[src/design/tpp_defs.svh]
// Register offsets, field positions, reset values and timing figures.
`ifndef TPP_DEFS_SVH
`define TPP_DEFS_SVH

`define TPP_ADDR_W          8
`define TPP_OFF_CTRL        8'h00
`define TPP_OFF_THRESH      8'h04
`define TPP_OFF_STATUS      8'h08
`define TPP_OFF_INT_STAT    8'h0c
`define TPP_OFF_INT_MASK    8'h10

`define TPP_CTRL_STATE_LSB  0
`define TPP_CTRL_AUDIO_DIS  4
`define TPP_CTRL_SPIN_LSB   8
`define TPP_CTRL_RST        32'h0000_0000
`define TPP_CTRL_MASK       32'h0000_0717

`define TPP_THRESH_RST      32'h005f_5546
`define TPP_THRESH_MASK     32'h00ff_ffff
`define TPP_HYST_DEG        9'h005
`define TPP_INT_BITS        5
`define TPP_INT_RST         5'h00

`define TPP_CLK_MHZ         50
`define TPP_SAMPLE_MS       100
`define TPP_THROTTLE_US     20
`define TPP_CLKRUN_IDLE_NS  640
`define TPP_SPIN_TICK_MS    1000

`endif

[src/design/tpp_pkg.sv]
// Types shared by the thermal and power policy block.
package tpp_pkg;

  typedef enum logic [2:0] {
    TPP_PS_ON      = 3'h0,
    TPP_PS_STANDBY = 3'h1,
    TPP_PS_SUSPEND = 3'h2,
    TPP_PS_STATIC  = 3'h3,
    TPP_PS_OFF     = 3'h4
  } tpp_pstate_t;

  typedef enum logic [3:0] {
    TPP_TH_NORMAL   = 4'h1,
    TPP_TH_MANAGED  = 4'h2,
    TPP_TH_THROTTLE = 4'h4,
    TPP_TH_CRITICAL = 4'h8
  } tpp_therm_t;

  typedef enum logic [2:0] {
    TPP_CR_RUN     = 3'h1,
    TPP_CR_RELEASE = 3'h2,
    TPP_CR_STOPPED = 3'h4
  } tpp_clkrun_t;

endpackage

[src/design/tpp_ctl_if.sv]
// Signals between the policy top and its thermal and idle-timer engines.
`timescale 1ns/1ns
interface tpp_ctl_if;
  logic [7:0]          temp;
  logic [7:0]          thr_low;
  logic [7:0]          thr_mid;
  logic [7:0]          thr_high;
  tpp_pkg::tpp_therm_t therm_state;
  logic                fan_on;
  logic                stop_clk;
  logic                ev_manage;
  logic                ev_throttle;
  logic                ev_critical;
  logic                drive_active;
  logic [2:0]          spin_sel;
  logic                spun_down;
  logic                ev_spin;

  modport top (
    output temp, thr_low, thr_mid, thr_high, drive_active, spin_sel,
    input  therm_state, fan_on, stop_clk, ev_manage, ev_throttle,
    input  ev_critical, spun_down, ev_spin
  );
  modport therm (
    input  temp, thr_low, thr_mid, thr_high,
    output therm_state, fan_on, stop_clk, ev_manage, ev_throttle,
    output ev_critical
  );
  modport idle (
    input  drive_active, spin_sel,
    output spun_down, ev_spin
  );
endinterface

[src/design/tpp_thermal.sv]
// Periodic temperature sampling, threshold ladder and clock throttling.
`timescale 1ns/1ns
`include "tpp_defs.svh"
module tpp_thermal #(
  parameter int unsigned SAMPLE_CYCLES = 5000000,
  parameter int unsigned THROTTLE_HALF = 500
) (
  input wire logic aclk,     // System clock.
  input wire logic aresetn,  // Synchronous reset, active low.
  tpp_ctl_if.therm ctl       // Thresholds in, thermal state out.
);

  logic [31:0]         sample_cnt;
  logic                tick;
  logic [7:0]          sample;
  tpp_pkg::tpp_therm_t state;
  tpp_pkg::tpp_therm_t next_state;
  logic [15:0]         thr_cnt;
  logic                thr_phase;

  assign tick = (sample_cnt == 32'(SAMPLE_CYCLES - 1));

  // ----------------------------------------------------------------
  // Sampling
  // ----------------------------------------------------------------
  always_ff @(posedge aclk) begin
    if (!aresetn) begin
      sample_cnt <= 32'h0000_0000;
    end else if (tick) begin
      sample_cnt <= 32'h0000_0000;
    end else begin
      sample_cnt <= sample_cnt + 32'h0000_0001;
    end
  end

  always_ff @(posedge aclk) begin
    if (!aresetn) begin
      sample <= 8'h00;
    end else if (tick) begin
      sample <= ctl.temp;
    end
  end

  // ----------------------------------------------------------------
  // Threshold ladder
  // ----------------------------------------------------------------
  // The highest crossed level wins; only the bottom step has hysteresis.
  always_comb begin
    next_state = state;
    if (sample > ctl.thr_high) begin
      next_state = tpp_pkg::TPP_TH_CRITICAL;
    end else if (sample > ctl.thr_mid) begin
      next_state = tpp_pkg::TPP_TH_THROTTLE;
    end else if (sample >= ctl.thr_low) begin
      next_state = tpp_pkg::TPP_TH_MANAGED;
    end else if ({1'b0, sample} + `TPP_HYST_DEG <= {1'b0, ctl.thr_low}) begin
      next_state = tpp_pkg::TPP_TH_NORMAL;
    end else if (state != tpp_pkg::TPP_TH_NORMAL) begin
      next_state = tpp_pkg::TPP_TH_MANAGED;
    end
  end

  always_ff @(posedge aclk) begin
    if (!aresetn) begin
      state <= tpp_pkg::TPP_TH_NORMAL;
    end else if (tick) begin
      state <= next_state;
    end
  end

  always_ff @(posedge aclk) begin
    if (!aresetn) begin
      ctl.ev_manage   <= 1'b0;
      ctl.ev_throttle <= 1'b0;
      ctl.ev_critical <= 1'b0;
    end else begin
      ctl.ev_manage   <= tick && state == tpp_pkg::TPP_TH_NORMAL &&
                         next_state != tpp_pkg::TPP_TH_NORMAL;
      ctl.ev_throttle <= tick && state != tpp_pkg::TPP_TH_THROTTLE &&
                         next_state == tpp_pkg::TPP_TH_THROTTLE;
      ctl.ev_critical <= tick && state != tpp_pkg::TPP_TH_CRITICAL &&
                         next_state == tpp_pkg::TPP_TH_CRITICAL;
    end
  end

  // ----------------------------------------------------------------
  // Half-duty throttle
  // ----------------------------------------------------------------
  // Stop-clock is high for half of each period, so the core runs at half.
  always_ff @(posedge aclk) begin
    if (!aresetn || state == tpp_pkg::TPP_TH_NORMAL ||
        state == tpp_pkg::TPP_TH_MANAGED) begin
      thr_cnt   <= 16'h0000;
      thr_phase <= 1'b0;
    end else if (thr_cnt == 16'(THROTTLE_HALF - 1)) begin
      thr_cnt   <= 16'h0000;
      thr_phase <= ~thr_phase;
    end else begin
      thr_cnt <= thr_cnt + 16'h0001;
    end
  end

  assign ctl.therm_state = state;
  assign ctl.fan_on      = (state != tpp_pkg::TPP_TH_NORMAL);
  assign ctl.stop_clk    = thr_phase;

endmodule

[src/design/tpp_idle_timer.sv]
// Drive inactivity timer with selectable spin-down timeout.
`timescale 1ns/1ns
`include "tpp_defs.svh"
module tpp_idle_timer #(
  parameter int unsigned TICK_CYCLES = 50000000
) (
  input wire logic aclk,     // System clock.
  input wire logic aresetn,  // Synchronous reset, active low.
  tpp_ctl_if.idle  ctl       // Activity and select in, spin-down out.
);

  logic [31:0] pre_cnt;
  logic        sec_tick;
  logic [11:0] sec_cnt;

  // Timeout in seconds for each select code; code zero disables.
  function automatic logic [11:0] timeout_s(input logic [2:0] sel);
    case (sel)
      3'h1:    timeout_s = 12'h03c;
      3'h2:    timeout_s = 12'h078;
      3'h3:    timeout_s = 12'h12c;
      3'h4:    timeout_s = 12'h258;
      3'h5:    timeout_s = 12'h384;
      3'h6:    timeout_s = 12'h4b0;
      3'h7:    timeout_s = 12'h708;
      default: timeout_s = 12'h000;
    endcase
  endfunction

  assign sec_tick = (pre_cnt == 32'(TICK_CYCLES - 1));

  always_ff @(posedge aclk) begin
    if (!aresetn || ctl.drive_active || sec_tick) begin
      pre_cnt <= 32'h0000_0000;
    end else begin
      pre_cnt <= pre_cnt + 32'h0000_0001;
    end
  end

  always_ff @(posedge aclk) begin
    if (!aresetn) begin
      sec_cnt       <= 12'h000;
      ctl.spun_down <= 1'b0;
      ctl.ev_spin   <= 1'b0;
    end else begin
      ctl.ev_spin <= 1'b0;
      if (ctl.drive_active || ctl.spin_sel == 3'h0) begin
        sec_cnt       <= 12'h000;
        ctl.spun_down <= 1'b0;
      end else if (sec_tick && !ctl.spun_down) begin
        if (sec_cnt + 12'h001 >= timeout_s(ctl.spin_sel)) begin
          ctl.spun_down <= 1'b1;
          ctl.ev_spin   <= 1'b1;
        end else begin
          sec_cnt <= sec_cnt + 12'h001;
        end
      end
    end
  end

endmodule

[src/design/tpp_top.sv]
// Thermal and power policy top: AXI4-Lite registers and power gating.
//
// The register offsets and the AXI4-Lite register port were decided locally.
`timescale 1ns/1ns
`include "tpp_defs.svh"

// What this block does
// - Hold three thresholds; compare temperature against each.
// - At or above lowest threshold: manage heat, fan on.
// - Full speed only five degrees below lowest.
// - Above second threshold: throttle core to half speed.
// - Above highest threshold: force critical suspend.
// - Cache power off in Off and Suspend.
// - Stop PCI clock when idle; restart on activity.
// - Drive and bay power off in Standby.
// - Idle timer spins drive down; disabled or preset.
// - Super I/O low power in Standby, Static Suspend.
// - Audio low power in Standby, Suspend, or disabled.
// - Amplifier powerdown follows audio low power.
module tpp_top #(
  parameter int unsigned SAMPLE_CYCLES = `TPP_SAMPLE_MS * 1000 * `TPP_CLK_MHZ,
  parameter int unsigned SPIN_TICK_CYCLES =
    `TPP_SPIN_TICK_MS * 1000 * `TPP_CLK_MHZ
) (
  input  wire logic        aclk,                  // System clock, 50 MHz.
  input  wire logic        aresetn,               // Sync reset, active low.
  input  wire logic [7:0]  s_axi_awaddr,          // Write address.
  input  wire logic [2:0]  s_axi_awprot,          // Write protection.
  input  wire logic        s_axi_awvalid,         // Write address valid.
  output logic             s_axi_awready,         // Write address ready.
  input  wire logic [31:0] s_axi_wdata,           // Write data.
  input  wire logic [3:0]  s_axi_wstrb,           // Write byte strobes.
  input  wire logic        s_axi_wvalid,          // Write data valid.
  output logic             s_axi_wready,          // Write data ready.
  output logic [1:0]       s_axi_bresp,           // Write response.
  output logic             s_axi_bvalid,          // Write response valid.
  input  wire logic        s_axi_bready,          // Write response ready.
  input  wire logic [7:0]  s_axi_araddr,          // Read address.
  input  wire logic [2:0]  s_axi_arprot,          // Read protection.
  input  wire logic        s_axi_arvalid,         // Read address valid.
  output logic             s_axi_arready,         // Read address ready.
  output logic [31:0]      s_axi_rdata,           // Read data.
  output logic [1:0]       s_axi_rresp,           // Read response.
  output logic             s_axi_rvalid,          // Read data valid.
  input  wire logic        s_axi_rready,          // Read data ready.
  input  wire logic [7:0]  processor_temperature_sense, // Digitized temp.
  input  wire logic        drive_activity,        // Drive access seen.
  input  wire logic        pci_activity,          // PCI bus busy.
  input  wire logic        clkrun_n_in,           // Clock-run pin level.
  output logic             clkrun_n_out,          // Clock-run drive value.
  output logic             clkrun_n_oe,           // Clock-run drive enable.
  output logic             pci_clk_enable,        // PCI clock running.
  output logic             fan_enable,            // Cooling fan on.
  output logic             stop_clock_request,    // Core stop-clock.
  output logic             critical_suspend_req,  // Force suspend.
  output logic             l2_cache_power_en,     // Cache power on.
  output logic             hdd_power_en,          // Hard drive power.
  output logic             bay_power_en,          // Bay device power.
  output logic             hdd_spin_down,         // Drive spun down.
  output logic             super_io_low_power,    // Super I/O low power.
  output logic             audio_low_power,       // Audio low power.
  output logic             general_output_3,      // Amplifier control bit.
  output logic             amp_powerdown,         // Amplifier powerdown.
  output logic             irq                    // Interrupt, active high.
);

  localparam int unsigned THROTTLE_HALF =
    `TPP_THROTTLE_US * `TPP_CLK_MHZ / 2;
  localparam int unsigned CLKRUN_IDLE_CYC =
    (`TPP_CLKRUN_IDLE_NS * `TPP_CLK_MHZ + 999) / 1000;

  tpp_ctl_if ctl ();

  logic [31:0]                   ctrl;
  logic [31:0]                   thresh;
  logic [`TPP_INT_BITS-1:0]      int_stat;
  logic [`TPP_INT_BITS-1:0]      int_mask;
  logic [`TPP_INT_BITS-1:0]      int_set;
  logic [`TPP_INT_BITS-1:0]      int_clr;
  logic                          aw_held;
  logic                          w_held;
  logic [7:0]                    aw_addr;
  logic [31:0]                   w_data;
  logic [3:0]                    w_strb;
  logic                          wr_go;
  tpp_pkg::tpp_pstate_t          pstate;
  tpp_pkg::tpp_clkrun_t          cr_state;
  logic [7:0]                    idle_cnt;
  logic                          ev_pci_stop;
  logic                          audio_off;

  // Expands byte strobes into a bit mask of the written lanes.
  function automatic logic [31:0] lane_mask(input logic [3:0] strb);
    lane_mask = {{8{strb[3]}}, {8{strb[2]}}, {8{strb[1]}}, {8{strb[0]}}};
  endfunction

  // ----------------------------------------------------------------
  // AXI4-Lite write path
  // ----------------------------------------------------------------
  // Address and data are taken independently and joined here, so the
  // master may present them in either order.
  assign s_axi_awready = !aw_held && !s_axi_bvalid;
  assign s_axi_wready  = !w_held && !s_axi_bvalid;
  assign wr_go         = aw_held && w_held && !s_axi_bvalid;

  always_ff @(posedge aclk) begin
    if (!aresetn) begin
      aw_held <= 1'b0;
      aw_addr <= 8'h00;
    end else if (s_axi_awvalid && s_axi_awready) begin
      aw_held <= 1'b1;
      aw_addr <= s_axi_awaddr;
    end else if (wr_go) begin
      aw_held <= 1'b0;
    end
  end

  always_ff @(posedge aclk) begin
    if (!aresetn) begin
      w_held <= 1'b0;
      w_data <= 32'h0000_0000;
      w_strb <= 4'h0;
    end else if (s_axi_wvalid && s_axi_wready) begin
      w_held <= 1'b1;
      w_data <= s_axi_wdata;
      w_strb <= s_axi_wstrb;
    end else if (wr_go) begin
      w_held <= 1'b0;
    end
  end

  always_ff @(posedge aclk) begin
    if (!aresetn) begin
      s_axi_bvalid <= 1'b0;
      s_axi_bresp  <= 2'h0;
    end else if (wr_go) begin
      s_axi_bvalid <= 1'b1;
      if (aw_addr == `TPP_OFF_CTRL || aw_addr == `TPP_OFF_THRESH ||
          aw_addr == `TPP_OFF_STATUS || aw_addr == `TPP_OFF_INT_STAT ||
          aw_addr == `TPP_OFF_INT_MASK) begin
        s_axi_bresp <= 2'h0;
      end else begin
        s_axi_bresp <= 2'h2;
      end
    end else if (s_axi_bready) begin
      s_axi_bvalid <= 1'b0;
    end
  end

  always_ff @(posedge aclk) begin
    if (!aresetn) begin
      ctrl <= `TPP_CTRL_RST;
    end else if (wr_go && aw_addr == `TPP_OFF_CTRL) begin
      ctrl <= (ctrl & ~lane_mask(w_strb)) |
              (w_data & lane_mask(w_strb) & `TPP_CTRL_MASK);
    end
  end

  // Thresholds come from nonvolatile storage through software writes.
  always_ff @(posedge aclk) begin
    if (!aresetn) begin
      thresh <= `TPP_THRESH_RST;
    end else if (wr_go && aw_addr == `TPP_OFF_THRESH) begin
      thresh <= (thresh & ~lane_mask(w_strb)) |
                (w_data & lane_mask(w_strb) & `TPP_THRESH_MASK);
    end
  end

  always_ff @(posedge aclk) begin
    if (!aresetn) begin
      int_mask <= `TPP_INT_RST;
    end else if (wr_go && aw_addr == `TPP_OFF_INT_MASK && w_strb[0]) begin
      int_mask <= w_data[`TPP_INT_BITS-1:0];
    end
  end

  // ----------------------------------------------------------------
  // Interrupt status
  // ----------------------------------------------------------------
  assign int_set = {ev_pci_stop, ctl.ev_spin, ctl.ev_critical,
                    ctl.ev_throttle, ctl.ev_manage};
  assign int_clr = (wr_go && aw_addr == `TPP_OFF_INT_STAT && w_strb[0]) ?
                   w_data[`TPP_INT_BITS-1:0] : `TPP_INT_RST;

  // A new event in the clearing cycle survives the clear.
  always_ff @(posedge aclk) begin
    if (!aresetn) begin
      int_stat <= `TPP_INT_RST;
    end else begin
      int_stat <= (int_stat & ~int_clr) | int_set;
    end
  end

  always_ff @(posedge aclk) begin
    if (!aresetn) begin
      irq <= 1'b0;
    end else begin
      irq <= |(int_stat & int_mask);
    end
  end

  // ----------------------------------------------------------------
  // AXI4-Lite read path
  // ----------------------------------------------------------------
  assign s_axi_arready = !s_axi_rvalid;

  always_ff @(posedge aclk) begin
    if (!aresetn) begin
      s_axi_rvalid <= 1'b0;
      s_axi_rdata  <= 32'h0000_0000;
      s_axi_rresp  <= 2'h0;
    end else if (s_axi_arvalid && s_axi_arready) begin
      s_axi_rvalid <= 1'b1;
      s_axi_rresp  <= 2'h0;
      if (s_axi_araddr == `TPP_OFF_CTRL) begin
        s_axi_rdata <= ctrl;
      end else if (s_axi_araddr == `TPP_OFF_THRESH) begin
        s_axi_rdata <= thresh;
      end else if (s_axi_araddr == `TPP_OFF_STATUS) begin
        s_axi_rdata <= {8'h00, ctl.temp, 4'h0, ctl.therm_state,
                        2'h0, pci_clk_enable, hdd_spin_down,
                        critical_suspend_req, stop_clock_request,
                        audio_low_power, fan_enable};
      end else if (s_axi_araddr == `TPP_OFF_INT_STAT) begin
        s_axi_rdata <= {27'h0, int_stat};
      end else if (s_axi_araddr == `TPP_OFF_INT_MASK) begin
        s_axi_rdata <= {27'h0, int_mask};
      end else begin
        s_axi_rdata <= 32'h0000_0000;
        s_axi_rresp <= 2'h2;
      end
    end else if (s_axi_rready) begin
      s_axi_rvalid <= 1'b0;
    end
  end

  // ----------------------------------------------------------------
  // Engines
  // ----------------------------------------------------------------
  assign ctl.temp         = processor_temperature_sense;
  assign ctl.thr_low      = thresh[7:0];
  assign ctl.thr_mid      = thresh[15:8];
  assign ctl.thr_high     = thresh[23:16];
  assign ctl.drive_active = drive_activity;
  assign ctl.spin_sel     = ctrl[`TPP_CTRL_SPIN_LSB+2:`TPP_CTRL_SPIN_LSB];

  tpp_thermal #(
    .SAMPLE_CYCLES (SAMPLE_CYCLES),
    .THROTTLE_HALF (THROTTLE_HALF)
  ) u_thermal (
    .aclk    (aclk),
    .aresetn (aresetn),
    .ctl     (ctl.therm)
  );

  tpp_idle_timer #(
    .TICK_CYCLES (SPIN_TICK_CYCLES)
  ) u_idle (
    .aclk    (aclk),
    .aresetn (aresetn),
    .ctl     (ctl.idle)
  );

  // ----------------------------------------------------------------
  // Power state gating
  // ----------------------------------------------------------------
  assign pstate    = tpp_pkg::tpp_pstate_t'(
                       ctrl[`TPP_CTRL_STATE_LSB+2:`TPP_CTRL_STATE_LSB]);
  assign audio_off = pstate == tpp_pkg::TPP_PS_STANDBY ||
                     pstate == tpp_pkg::TPP_PS_SUSPEND ||
                     ctrl[`TPP_CTRL_AUDIO_DIS];

  always_ff @(posedge aclk) begin
    if (!aresetn) begin
      fan_enable           <= 1'b0;
      stop_clock_request   <= 1'b0;
      critical_suspend_req <= 1'b0;
      l2_cache_power_en    <= 1'b1;
      hdd_power_en         <= 1'b1;
      bay_power_en         <= 1'b1;
      hdd_spin_down        <= 1'b0;
      super_io_low_power   <= 1'b0;
      audio_low_power      <= 1'b0;
      general_output_3     <= 1'b0;
    end else begin
      fan_enable           <= ctl.fan_on;
      // Standby parks the core in stop-clock; otherwise throttle pulses.
      stop_clock_request   <= ctl.stop_clk ||
                              pstate == tpp_pkg::TPP_PS_STANDBY;
      critical_suspend_req <= ctl.therm_state ==
                              tpp_pkg::TPP_TH_CRITICAL;
      l2_cache_power_en    <= !(pstate == tpp_pkg::TPP_PS_OFF ||
                                pstate == tpp_pkg::TPP_PS_SUSPEND);
      hdd_power_en         <= pstate != tpp_pkg::TPP_PS_STANDBY;
      bay_power_en         <= pstate != tpp_pkg::TPP_PS_STANDBY;
      hdd_spin_down        <= ctl.spun_down;
      super_io_low_power   <= pstate == tpp_pkg::TPP_PS_STANDBY ||
                              pstate == tpp_pkg::TPP_PS_STATIC;
      audio_low_power      <= audio_off;
      general_output_3     <= audio_off;
    end
  end

  assign amp_powerdown = general_output_3;

  // ----------------------------------------------------------------
  // PCI clock-run control
  // ----------------------------------------------------------------
  // The pin is released before stopping so an agent may hold it low and
  // veto the stop; a low level while stopped restarts the clock.
  always_ff @(posedge aclk) begin
    if (!aresetn) begin
      cr_state    <= tpp_pkg::TPP_CR_RUN;
      idle_cnt    <= 8'h00;
      ev_pci_stop <= 1'b0;
    end else begin
      ev_pci_stop <= 1'b0;
      case (cr_state)
        tpp_pkg::TPP_CR_RUN: begin
          if (pci_activity) begin
            idle_cnt <= 8'h00;
          end else if (idle_cnt == 8'(CLKRUN_IDLE_CYC - 1)) begin
            idle_cnt <= 8'h00;
            cr_state <= tpp_pkg::TPP_CR_RELEASE;
          end else begin
            idle_cnt <= idle_cnt + 8'h01;
          end
        end
        tpp_pkg::TPP_CR_RELEASE: begin
          if (clkrun_n_in && !pci_activity) begin
            cr_state    <= tpp_pkg::TPP_CR_STOPPED;
            ev_pci_stop <= 1'b1;
          end else begin
            cr_state <= tpp_pkg::TPP_CR_RUN;
          end
        end
        tpp_pkg::TPP_CR_STOPPED: begin
          if (!clkrun_n_in || pci_activity) begin
            cr_state <= tpp_pkg::TPP_CR_RUN;
          end
        end
        default: begin
          cr_state <= tpp_pkg::TPP_CR_RUN;
        end
      endcase
    end
  end

  assign clkrun_n_out   = 1'b0;
  assign clkrun_n_oe    = (cr_state == tpp_pkg::TPP_CR_RUN);
  assign pci_clk_enable = (cr_state != tpp_pkg::TPP_CR_STOPPED);

endmodule

[config.mk]
export PLATFORM = sky130hd
export DESIGN_NAME = tpp_top
export DESIGN_NICKNAME = d
export VERILOG_FILES = /design/src/design/tpp_pkg.sv /design/src/design/tpp_ctl_if.sv /design/src/design/tpp_thermal.sv /design/src/design/tpp_idle_timer.sv /design/src/design/tpp_top.sv
export VERILOG_INCLUDE_DIRS = /design/src /design/src/design
export SDC_FILE = /design/constraint.sdc
export NUM_CORES = 1
export LEC_CHECK = 0
export BUFFER_PORTS_ARGS = -buffer_cell sky130_fd_sc_hd__buf_4
export CORE_UTILIZATION = 35
export CTS_BUF_LIST = sky130_fd_sc_hd__clkbuf_2 sky130_fd_sc_hd__clkbuf_4 sky130_fd_sc_hd__clkbuf_8
export DETAILED_ROUTE_END_ITERATION = 7
export MAX_ROUTING_LAYER = met4
export SETUP_SLACK_MARGIN = 0.02
export SYNTH_ARGS = -nofsm -noshare
export SYNTH_HDL_FRONTEND = slang
export SYNTH_SLANG_ARGS = --single-unit
[constraint.sdc]
create_clock -name aclk -period 9.5 [get_ports aclk]
set_input_delay 0.475 -clock aclk [delete_from_list [all_inputs] [get_ports aclk]]
set_output_delay 0.475 -clock aclk [all_outputs]
set_load 0.01 [all_outputs]
==> impl_metrics.env <==
export IMPL_path_clk_slew_ns=0.05
export IMPL_grt_pass1_wl_um=50120
export IMPL_max_cap_viol_count=0
export IMPL_p_switching_uw=570.1
export IMPL_track_usage_pct=17.47
export IMPL_ys_flop_type="dfxtp_1"
export IMPL_endpoint_kind="flip-flop"
export IMPL_synth_edf_count=0
export IMPL_synth_top_area_share_pct=44.51
export IMPL_dp_slack_ns=6.072
export IMPL_fin_nets=1674
export IMPL_fin_tns_setup_ns=0
export IMPL_port_buffers=114
export IMPL_insertion_delay_ns=0.59
export IMPL_netlist_area_um2=12550
export IMPL_fin_crit_sh_pct=36.31
export IMPL_combinationalPowerShare_pct=5.1
export IMPL_drt_wirelength_per_cell_um=15.22
export IMPL_h_tree_depth=2
export IMPL_numClockSinks=279
export IMPL_tightest_slew_ns=1.122
export IMPL_wirelength_um=30960
export IMPL_status="complete, no violations"
export IMPL_core_area_um2=34880
export IMPL_vias=10130
export IMPL_cts_buffer_depth=3
export IMPL_yosys_top_cells_area="dfxtp_1 (45%), nand2_1 (6.0%), ha_1 (4.8%)"
export IMPL_hold_viol=0
export IMPL_ant_nets=0
export IMPL_critical_path_class="flip-flop to flip-flop"
export IMPL_final_cell_mix="dfxtp_1 (279), nand2_1 (199), nor2_1 (140), buf_4 (125), nand3_1 (90)"
export IMPL_grt_max_degree=94
export IMPL_start_util_pct=35.98
export IMPL_post_dp_cell_area_um2=13770
export IMPL_min_period_ns=3.449
export IMPL_drc=0
export IMPL_synth_warnings=0
export IMPL_synthesis_instances=1441
export IMPL_cp_max_fo=10
export IMPL_required_ns=10.01
export IMPL_cts_buffers=50
export IMPL_powerDensity_nw_per_um2=166.0
export IMPL_ctsHoldBuffers=0
export IMPL_synth_cell_types=62
export IMPL_final_common_cell="dfxtp_1"
export IMPL_setup_slack_ns=6.051
export IMPL_drv_slew=0
export IMPL_ios=132
export IMPL_dieWidth_um=191.4
export IMPL_power_frac_seq_pct=49.2
export IMPL_dp_hpwl_um=21800
export IMPL_power_leakage_nw=5.869
export IMPL_async_reset_ff_share_pct=0
export IMPL_netlist_top_cell_by_area="dfxtp_1"
export IMPL_setup_viol=0
export IMPL_first_global_vias=9750
export IMPL_ir_worst_vdd_uv=95.14
export IMPL_relSlewSlack_pct=25.17
export IMPL_drt_pass1_iter_count=5
export IMPL_post_cts_buffers=0
export IMPL_hold_class="primary input to flip-flop"
export IMPL_synth_ff_latch_count=279
export IMPL_antenna_found_initial=0
export IMPL_worstPathArrival_ns=3.96
export IMPL_critPathLaunchType="flip-flop"
export IMPL_clock_skew_ns=0.03250
export IMPL_grt_ovfl_total=0
export IMPL_die_h_um=191.4
export IMPL_drive_above_1_share_pct=14.20
export IMPL_cts_resized=0
export IMPL_drt_iter0_drc=558
export IMPL_gp_congestion=0.8793
export IMPL_internal_power_mw=1.881
export IMPL_dieArea_um2=36620
export IMPL_syn_to_final_growth_pct=17.63
export IMPL_cts_tree="yes"
export IMPL_rsz0062_at_grt="false"
export IMPL_syn_mean_instance_area_um2=8.709
export IMPL_clockRootBuffer="clkbuf_8"
export IMPL_max_freq_ghz=0.2899
export IMPL_rows=68
export IMPL_switching_share_pct=23.26
export IMPL_final_cell_area_um2=14760
export IMPL_viasPerCell=4.979
export IMPL_synth_seq_area_share_pct=44.51
export IMPL_clkPwrFrac_pct=45.7
## power by group through the flow
stage	Combinational, mW	Clock, mW	Sequential, mW
floorplan	0.0715	0	1.23
global placement	0.124	0	1.23
detailed placement	0.126	0	1.23
CTS	0.126	1.16	1.21
global route	0.138	1.21	1.21
finish	0.124	1.12	1.21
## cells in the mapped netlist (14+ instances only)
cell	n
and2_1	37
o21ai_0	45
ha_1	48
nand2_1	199
nand3_1	90
and3_1	29
dfxtp_1	279
nor3_1	17
a21boi_0	72
nor3b_1	16
xor2_1	60
inv_1	48
xnor2_1	42
nor2b_1	17
mux2i_1	29
clkbuf_1	58
nand4_1	25
nor2_1	140
a21oi_1	28
a221oi_1	14
## worst max-delay path, cell delays in order, from the launching register on
cell      delay [ns]
dfxtp_1         0.42
nand4_1         0.16
nor3_1          0.41
and3_1          0.29
xor2_1          0.20
ha_1            0.27
a21o_1          0.18
a211oi_1        0.24
mux2i_1         0.16
a2111o_1        0.54
or3_1           0.35
a21oi_1         0.15
## worst paths after layout
path                            slack, ns                            from                   to  cells past startpoint
worst max-delay path                 6.05               u_idle.sec_cnt[0]    u_idle.sec_cnt[2]                     11
worst max register to register       6.05               u_idle.sec_cnt[0]    u_idle.sec_cnt[2]                     11
worst min-delay path                 0.12  processor_temperature_sense[0]  u_thermal.sample[0]                      3
worst min register to register       0.46                        ctrl[29]             ctrl[29]                      1
## per-layer routing
layer	vias to the layer above	GRT usage, %	share of wire, %	wire, µm
met2	215	26.87	44	13690
met3	61	3.084	4.8	1484
met5	-	-	0	0
met4	0	6.380	2.9	894
li1	5185	-	-	-
met1	4667	22.86	48	14890
## cell type report
type / instances / area (µm²)
multi-input cells: 1046 / 6501
clock inverters: 7 / 67.56
repair buffers: 125 / 938.4
well taps: 455 / 569.3
flip-flops and latches: 279 / 5585
fillers: 3499 / 20120
inverters: 48 / 180.2
diodes: 1 / 2.502
clock buffers: 73 / 917.1
## through the flow
step / power [mW] / utilization, % / hold slack, ns / instances
4_1_cts: 2.494 / 42.31 / 0.08809 / 2033
3_3_place_gp: 1.355 / 39.49 / 0.4417 / 1953
5_1_grt: 2.560 / 42.31 / 0.1110 / 2033
6_report: 2.451 / 42.32 / 0.1212 / 2034
2_1_floorplan: 1.298 / - / 0.4291 / 1443
3_5_place_dp: 1.357 / 39.49 / 0.4448 / 1953
## cell families (layout without fill, tap and decap cells)
group / Yosys count / in the layout / synth area share (%)
flip-flops: 279 / 279 / 44.51
adder cells (fa/ha/maj): 48 / 48 / 4.786
other: 1 / 4 / 0.02988
buffers and inverters: 118 / 253 / 3.819
multiplexers: 29 / 29 / 2.313
AO/OA/AOI/OAI: 223 / 223 / 12.35
AND/OR/NAND/NOR: 641 / 641 / 25.07
XOR/XNOR: 102 / 102 / 7.119
No activity file was read; power rests on OpenSTA's default activity.
